## src/hdl/dvirx_pkg.sv

```systemverilog
/*
  Constants shared by the pixel output port: pixel field layout, output
  clock timing and the operating states.
  Assumes a 40 MHz system clock driving the whole block.
*/
package dvirx_pkg;

  // Pixel layout
  localparam int unsigned PIX_W     = 24;
  localparam int unsigned COMP_W    = 8;
  localparam int unsigned BLUE_LSB  = 0;
  localparam int unsigned GREEN_LSB = 8;
  localparam int unsigned RED_LSB   = 16;
  localparam int unsigned CTL_W     = 2;

  // Timing
  localparam int unsigned SYS_PERIOD_NS  = 25;
  localparam int unsigned OCLK_PERIOD_NS = 200;
  localparam int unsigned OCLK_HALF_CYC  =
    OCLK_PERIOD_NS / (2 * SYS_PERIOD_NS);
  localparam int unsigned PH_W = 3;
  localparam logic [PH_W-1:0] PH_HALF = PH_W'(OCLK_HALF_CYC);
  localparam logic [PH_W-1:0] PH_LAST = PH_W'(2 * OCLK_HALF_CYC - 1);
  localparam logic [PH_W-1:0] PH_ZERO = 3'h0;

  // Pin synchroniser
  localparam int unsigned PIN_W = 3;
  localparam int unsigned PIN_CPD  = 0;
  localparam int unsigned PIN_ODPD = 1;
  localparam int unsigned PIN_PIX = 2;
  localparam logic [PIN_W-1:0] PIN_RST = 3'h3;

  localparam logic [PIX_W-1:0] PIX_ZERO = 24'h000000;

  typedef enum logic [1:0] {
    DVIRX_RUN   = 2'b01,
    DVIRX_SLEEP = 2'b10
  } dvirx_state_t;

endpackage : dvirx_pkg

```

## src/hdl/dvirx_sync.sv

```systemverilog
/*
  Two flip-flop synchroniser for a group of unrelated level pins.
  Assumes each bit is a slow level; no bus coherency across bits.
*/
`timescale 1ns/1ps
module dvirx_sync #(
  parameter int unsigned         W       = 1,
  parameter logic [W-1:0]        RST_VAL = '0
) (
  input  wire logic         clk_sys,
  input  wire logic         sys_rst,
  input  wire logic [W-1:0] pin_in,
  output logic      [W-1:0] pin_sync
);

  logic [W-1:0] meta_reg;

  always_ff @(posedge clk_sys)
  begin
    if (sys_rst)
    begin
      meta_reg <= RST_VAL;
      pin_sync <= RST_VAL;
    end
    else
    begin
      meta_reg <= pin_in;
      pin_sync <= meta_reg;
    end
  end

endmodule : dvirx_sync

```

## src/hdl/dvirx_port.sv

```systemverilog
/*
  Pixel output port of a DVI receiver: takes decoded pixels and controls,
  presents them on an even and an odd 24-bit bus with sync, enable and
  control outputs, launched in step with a divided output pixel clock.
  Assumes the decoder delivers at most one pixel per output clock period
  in one-pixel mode and at most two in two-pixel mode, on clk_sys.
  Power-down and mode pins are asynchronous and are synchronised here.
*/
`timescale 1ns/1ps
module dvirx_port (
  input  wire logic        clk_sys,
  input  wire logic        sys_rst,
  input  wire logic        chip_power_down_n,
  input  wire logic        output_drive_power_down_n,
  input  wire logic        pixels_per_clock_select,
  input  wire logic        in_valid,
  input  wire logic [7:0]  in_blue,
  input  wire logic [7:0]  in_green,
  input  wire logic [7:0]  in_red,
  input  wire logic        in_de,
  input  wire logic        in_hsync,
  input  wire logic        in_vsync,
  input  wire logic [1:0]  in_ctl,
  input  wire logic        in_sync_detect,
  output logic             pixel_out_clock,
  output logic             pixel_out_clock_oe_n,
  output logic [23:0]      even_pixel_bus,
  output logic             even_pixel_bus_oe_n,
  output logic [23:0]      odd_pixel_bus,
  output logic             odd_pixel_bus_oe_n,
  output logic             display_data_enable,
  output logic             display_data_enable_oe_n,
  output logic             hsync_out,
  output logic             hsync_out_oe_n,
  output logic             vsync_out,
  output logic             vsync_out_oe_n,
  output logic [1:0]       general_control_outputs,
  output logic             general_control_first_oe_n,
  output logic             general_control_second_oe_n,
  output logic             sync_detect_output,
  output logic             sync_detect_output_oe_n
);

  ////////////////////////////////////////////////////////////////////////
  // Pin synchronisers
  logic [dvirx_pkg::PIN_W-1:0] pins_raw;
  logic [dvirx_pkg::PIN_W-1:0] pins_s;

  assign pins_raw = {pixels_per_clock_select, output_drive_power_down_n,
                     chip_power_down_n};

  dvirx_sync #(
    .W       (dvirx_pkg::PIN_W),
    .RST_VAL (dvirx_pkg::PIN_RST)
  ) u_pin_sync (
    .clk_sys  (clk_sys),
    .sys_rst  (sys_rst),
    .pin_in   (pins_raw),
    .pin_sync (pins_s)
  );

  wire cpd_n_s  = pins_s[dvirx_pkg::PIN_CPD];
  wire odpd_n_s = pins_s[dvirx_pkg::PIN_ODPD];
  wire pix2_s  = pins_s[dvirx_pkg::PIN_PIX];

  ////////////////////////////////////////////////////////////////////////
  // State and output clock divider
  dvirx_pkg::dvirx_state_t        state_reg;
  dvirx_pkg::dvirx_state_t        state_next;
  logic [dvirx_pkg::PH_W-1:0]     ph_reg;
  logic [dvirx_pkg::PH_W-1:0]     ph_next;
  logic                           pix2_reg;
  logic                           odpd_n_reg;

  wire run    = (state_reg == dvirx_pkg::DVIRX_RUN);
  wire launch = run && (ph_reg == dvirx_pkg::PH_LAST);
  wire take   = run && in_valid;

  always_comb
  begin
    case (state_reg)
      dvirx_pkg::DVIRX_RUN:
        state_next = cpd_n_s ? dvirx_pkg::DVIRX_RUN
                             : dvirx_pkg::DVIRX_SLEEP;
      dvirx_pkg::DVIRX_SLEEP:
        state_next = cpd_n_s ? dvirx_pkg::DVIRX_RUN
                             : dvirx_pkg::DVIRX_SLEEP;
      default:
        state_next = dvirx_pkg::DVIRX_RUN;
    endcase
  end

  assign ph_next = !run    ? ph_reg :
                   launch  ? dvirx_pkg::PH_ZERO :
                   ph_reg + 3'h1;

  always_ff @(posedge clk_sys)
  begin
    if (sys_rst)
    begin
      state_reg       <= dvirx_pkg::DVIRX_RUN;
      ph_reg          <= dvirx_pkg::PH_ZERO;
      pixel_out_clock <= 1'b0;
      pix2_reg        <= 1'b0;
      odpd_n_reg      <= 1'b1;
    end
    else
    begin
      state_reg       <= state_next;
      ph_reg          <= ph_next;
      pixel_out_clock <= (ph_next >= dvirx_pkg::PH_HALF);
      if (run)
      begin
        pix2_reg  <= pix2_s;
        odpd_n_reg <= odpd_n_s;
      end
    end
  end

  ////////////////////////////////////////////////////////////////////////
  // Staging of incoming pixels
  logic [dvirx_pkg::PIX_W-1:0]    even_stage_reg;
  logic [dvirx_pkg::PIX_W-1:0]    odd_stage_reg;
  logic                           par_reg;
  logic                           de_stage_reg;
  logic                           hs_stage_reg;
  logic                           vs_stage_reg;
  logic [dvirx_pkg::CTL_W-1:0]    ctl_stage_reg;

  wire [dvirx_pkg::PIX_W-1:0] in_pixel = {in_red, in_green, in_blue};
  wire to_even = take && in_de && (!pix2_reg || !par_reg);
  wire to_odd  = take && in_de && pix2_reg && par_reg;

  always_ff @(posedge clk_sys)
  begin
    if (sys_rst)
    begin
      even_stage_reg <= dvirx_pkg::PIX_ZERO;
      odd_stage_reg  <= dvirx_pkg::PIX_ZERO;
      par_reg        <= 1'b0;
      de_stage_reg   <= 1'b0;
      hs_stage_reg   <= 1'b0;
      vs_stage_reg   <= 1'b0;
      ctl_stage_reg  <= 2'h0;
    end
    else if (take)
    begin
      par_reg       <= in_de ? !par_reg : 1'b0;
      de_stage_reg  <= in_de;
      hs_stage_reg  <= in_hsync;
      vs_stage_reg  <= in_vsync;
      ctl_stage_reg <= in_ctl;
      if (to_even)
        even_stage_reg <= in_pixel;
      if (to_odd)
        odd_stage_reg <= in_pixel;
    end
  end

  ////////////////////////////////////////////////////////////////////////
  // Output launch and drivers
  wire rel_all = !run;
  wire rel_drv = !run || !odpd_n_reg;

  always_ff @(posedge clk_sys)
  begin
    if (sys_rst)
    begin
      even_pixel_bus          <= dvirx_pkg::PIX_ZERO;
      odd_pixel_bus           <= dvirx_pkg::PIX_ZERO;
      display_data_enable     <= 1'b0;
      hsync_out               <= 1'b0;
      vsync_out               <= 1'b0;
      general_control_outputs <= 2'h0;
    end
    else if (launch)
    begin
      even_pixel_bus          <= even_stage_reg;
      odd_pixel_bus           <= pix2_reg ? odd_stage_reg
                                          : dvirx_pkg::PIX_ZERO;
      display_data_enable     <= de_stage_reg;
      hsync_out               <= hs_stage_reg;
      vsync_out               <= vs_stage_reg;
      general_control_outputs <= ctl_stage_reg;
    end
  end

  always_ff @(posedge clk_sys)
  begin
    if (sys_rst)
    begin
      sync_detect_output          <= 1'b0;
      pixel_out_clock_oe_n        <= 1'b0;
      even_pixel_bus_oe_n         <= 1'b0;
      odd_pixel_bus_oe_n          <= 1'b0;
      display_data_enable_oe_n    <= 1'b0;
      hsync_out_oe_n              <= 1'b0;
      vsync_out_oe_n              <= 1'b0;
      general_control_first_oe_n  <= 1'b0;
      general_control_second_oe_n <= 1'b0;
      sync_detect_output_oe_n     <= 1'b0;
    end
    else
    begin
      if (run)
        sync_detect_output <= in_sync_detect;
      pixel_out_clock_oe_n        <= rel_drv;
      even_pixel_bus_oe_n         <= rel_drv;
      odd_pixel_bus_oe_n          <= rel_drv;
      display_data_enable_oe_n    <= rel_drv;
      hsync_out_oe_n              <= rel_drv;
      vsync_out_oe_n              <= rel_drv;
      general_control_second_oe_n <= rel_drv;
      general_control_first_oe_n  <= rel_all;
      sync_detect_output_oe_n     <= rel_all;
    end
  end
endmodule : dvirx_port

```

## config.mk

```make
export PLATFORM = sky130hd
export DESIGN_NAME = dvirx_port
export DESIGN_NICKNAME = d
export VERILOG_FILES = /design/src/hdl/dvirx_pkg.sv /design/src/hdl/dvirx_sync.sv /design/src/hdl/dvirx_port.sv
export SDC_FILE = /design/constraint.sdc
export NUM_CORES = 1
export LEC_CHECK = 0
export BUFFER_PORTS_ARGS = -buffer_cell sky130_fd_sc_hd__buf_4
export CAP_MARGIN = 20
export CELL_PAD_IN_SITES_DETAIL_PLACEMENT = 1
export CELL_PAD_IN_SITES_GLOBAL_PLACEMENT = 2
export CORE_MARGIN = 3
export CORE_UTILIZATION = 32
export DETAILED_ROUTE_END_ITERATION = 10
export PLACE_DENSITY = 0.85
export SYNTH_ARGS = -nofsm -noshare
export SYNTH_HDL_FRONTEND = slang
export SYNTH_SLANG_ARGS = --single-unit
```

## constraint.sdc

```tcl
create_clock -name clk_sys -period 1.6 [get_ports clk_sys]
set_clock_uncertainty 0.05 [all_clocks]
set_input_delay 0.16 -clock clk_sys [delete_from_list [all_inputs] [get_ports clk_sys]]
set_output_delay 0.16 -clock clk_sys [all_outputs]
set_load 0.02 [all_outputs]
```

# Word-level counts from Yosys, hierarchy flattened

Index checks and enable logic that the tools add are counted.

Register bits after elaboration: 124
Bits of input ports: 36
Output and inout port bits: 64

$add $sub $neg: 1
$lt $le $gt $ge: 1
Equality and inequality tests: 3
Multiplexer cells: 5
Bitwise gates (word level): 1
Reductions and logical operators: 16

Operators with widths:

| operator            | number |
|---|---|
| $mux 24             | 1 |
| $logic_and 1x1->1   | 6 |
| $mux 3              | 2 |
| $logic_not 1->1     | 4 |
| $reduce_and 2->1    | 2 |
| $reduce_or 2->1     | 2 |
| $add 3x1->3 const B | 1 |
| $eq 3x3->1 const B  | 1 |
| $ge 3x3->1 const B  | 1 |
| $eq 2x1->1 const B  | 1 |
| $eq 2x2->1 const B  | 1 |
| $logic_or 1x1->1    | 2 |
| $mux 2              | 1 |
| $mux 1              | 1 |
| $not 1->1           | 1 |

# Longest topological paths before layout

Word-level depth: 6
Depth in mapped cells: 8
Gate-level depth less buffers: 5

# By module

A second synthesis with hierarchy kept.

Cell total of the unflattened synthesis: 526
Area total of the unflattened synthesis: 4,702.0 sq um

Modules (own cells, without submodules):

| module     | instances | cells an instance | area an instance (sq um) | sequential area each (sq um) |
|---|---|---|---|---|
| dvirx_port | 1         | 514               | 4,544.4                  | 2,342.2 |
| dvirx_sync | 1         | 12                | 157.7                    | 120.1 |

# Worst setup path after synthesis

Ideal clock, no wire load.

Path type: flip-flop to flip-flop
From: register with a tool-made name
To: register odd_pixel_bus[10]
Setup time: 0.132 ns
Arrival: 1.271 ns
Data required time: 1.418 ns
Slack: 0.146 ns
Stages on the path, launching flop included: 8
Buffers on the path: 2
Period minus slack after synthesis: 1.454 ns
Cells stage by stage: dfxtp_1 ha_1 ha_1 and2_1 buf_4 buf_2 nand3_1 a21oi_1

RTL lines:

| element              | line              | text |
|---|---|---|
| end signal, assigned | dvirx_port.sv:170 | `odd_pixel_bus <= dvirx_pkg::PIX_ZERO;` |
| end signal, assigned | dvirx_port.sv:179 | `odd_pixel_bus <= pix2_reg ? odd_stage_reg` |
| end, declared        | dvirx_port.sv:29  | `output logic [23:0] odd_pixel_bus,` |

==> metrics.cfg <==
[place]
port_buffers=99
place.gp.congestion=0.743
dp_hpwl_um=8430
post-place-ws_ns=0.00409

[drt]
ant_nets=0
vias_per_cell=4.75
drcViolationCount=0
num_vias=3975
wl_per_cell_um=16.4
drtPass1Iterations=4
drt_iter0_drc=164
wl_um=13800

[clock_network]
root_buffer=clkbuf_16
path_clk_slew_ns=0.05
clock_sinks=123
h-tree-depth=4
worstSkewPairLatency_ns=0.42
post_cts_buffers=0
cts_tree=yes
cts.path.max_buffers=2
cts_made_buffers=17

[synthesis]
synthesis.nets=566
yosysTopAreaCell=dfxtp_1
yosys_warnings=0
synth_seq_cells=123
synth_commonest_cells=dfxtp_1 (123), nand2_1 (91), a21oi_1 (61)
ys_types=27
synthArstFlopShare_pct=0
synth_top_area_share_pct=52.6
yosysMostFrequentCell=dfxtp_1
synth_flop_cell=dfxtp_1
seq_area_frac_synth_pct=52.6
syn_inst=527
synth_area_leaders=dfxtp_1 (53%), nand2_1 (7.3%), nand2b_1 (6.7%), a21oi_1 (6.5%), mux2i_1 (6.0%)
synth_edf_count=0
avgSynthCellArea_um2=8.89
synth_area_um2=4680

[critical_path]
end_kind=flop
arrival_ns=1.83
rrSetupSlack_ns=0.06
timing.rr.end=general_control_outputs[1]
crit_fanout=26
critPathKind=reg2reg
cp-start-kind=flop
r2r_cells=6
critPathRequiredTime_ns=1.88

[timing]
setup_tns_ns=0
worst_hold_slack_ns=0.00800
hold_viol=0
setup_slack_ns=0.0583
worstMarginPinSlew_ns=0.373
period_minus_slack_ns=1.54
setup_viol=0
fmax_ghz=0.649
period_share_pct=96.4
maxSlewHeadroom_pct=75.1
drv_slew=0

[floorplanning]
ios=100
die-width_um=127
dieHeight_um=127
dieArea_um2=16100
core_area_um2=14100
start_util_pct=33.2
fp-row-count=43

[cells_and_area]
finish.utilization_pct=46.6
multi_input_area_um2=2000
area_growth_pct=40.3
seq_area_um2=2460
fill_cells=1609
drive_gt1_share_pct=24.8
antenna_cells=0
nets=683

[min_path]
whs_path_depth=3
min_path_type=in2reg
hold_path_end=odd_stage_reg[22]
hold_start=in_red[6]

[grt]
overflow=0
track_usage_pct=16.9
grt_pass1_vias=4292
antenna_found_initial=0
grt_pass1_wl_um=21700
grt_max_degree=54

[power_and_ir_drop]
comb_power_share_pct=6.5
p_per_area_nw_per_um2=1130
p_sw_w=0.00161
switching_share_pct=21.7
p_int_w=0.00582
seq_power_share_pct=42.7
leakage_nw=2.61
vdd_ir_drop_max_v=0.000677
clockPowerShare_pct=50.8

[run]
cap_viol_max_count=0

[outcome]
status=finished clean

power by group through the flow:
stage / registers (W) / logic (W) / clock network, W
after global routing: 0.00318 / 0.000523 / 0.00397
after CTS: 0.00317 / 0.000465 / 0.00385
final: 0.00317 / 0.000480 / 0.00377
after global placement: 0.00323 / 0.000397 / 0
after floorplan: 0.00323 / 0.000243 / 0
after detailed placement: 0.00323 / 0.000409 / 0
metal layers:
| layer | wire, µm | vias up | global-route usage, % |
|---|---|---|---|
| met5 | 0 | - | 0 |
| met4 | 213 | 0 | 6.56 |
| met3 | 599 | 20 | 4.26 |
| met2 | 6680 | 83 | 28.1 |
| met1 | 6270 | 1909 | 21.1 |
| li1 | - | 1963 | - |
worst max path at each step:
stage	depth (start not counted)	from	slack [ns]	to
2_1_floorplan	7	flop	0.15	odd_pixel_bus[10]
3_3_place_gp	6	flop	0.10	odd_pixel_bus[14]
3_5_place_dp	6	flop	0.004	odd_pixel_bus[14]
4_1_cts	6	flop	0.006	odd_pixel_bus[14]
5_1_grt	6	flop	-0.006	hsync_out
6_report	6	flop	0.06	general_control_outputs[1]
through the flow:
step                      total power (W)  instance area [µm²]  std cells
after CTS                         0.00749                 6460        834
after floorplan                   0.00347                 4680        527
after global routing              0.00768                 6570        837
after global placement            0.00363                 5610        776
after detailed placement          0.00364                 5610        776
final                             0.00743                 6570        837
cell families after synthesis:
family	count (synthesis)	synth area share, %
AO/OA/AOI/OAI	111	12.0
AND/OR/NAND/NOR	212	22.7
adder cells (fa/ha/maj)	3	0.801
buffers and inverters	50	5.90
multiplexers	28	5.98
flip-flops	123	52.6
critical path: stages (launching register included):
cell	delay, ns
dfxtp_1	0.35
ha_1	0.21
ha_4	0.17
and2_4	0.20
clkbuf_16	0.21
nand2_1	0.10
a21oi_1	0.16
repair_timing:
action                     CTS  global route
resized for setup            3             6
gates cloned                 0             3
setup endpoints to repair    3            51
hold buffers                26             0
pin swaps                    0             1
hold endpoints to repair    31             0
cells in the final DEF, fill, tap and decap left out, types with 6 or more instances in the layout:
cell type	instances
buf_4	110
nor2b_1	27
nand3_1	27
clkbuf_16	20
o21ai_1	20
buf_12	7
nand2_1	90
o21ai_0	28
nand2b_1	50
nor2_1	6
a21oi_1	59
mux2i_1	28
dfxtp_1	123
clkinv_2	6
dlygate4sd3_1	26
layout make-up:
class	count	share of cell area [%]
Clock inverter	8	1.37
Sequential cell	123	37.5
Inverter	2	0.114
Clock buffer	24	7.48
Multi-Input combinational cell	354	30.4
Timing Repair Buffer	146	19.8
Tap cell	180	3.43
No activity file was read; power rests on OpenSTA's default activity.
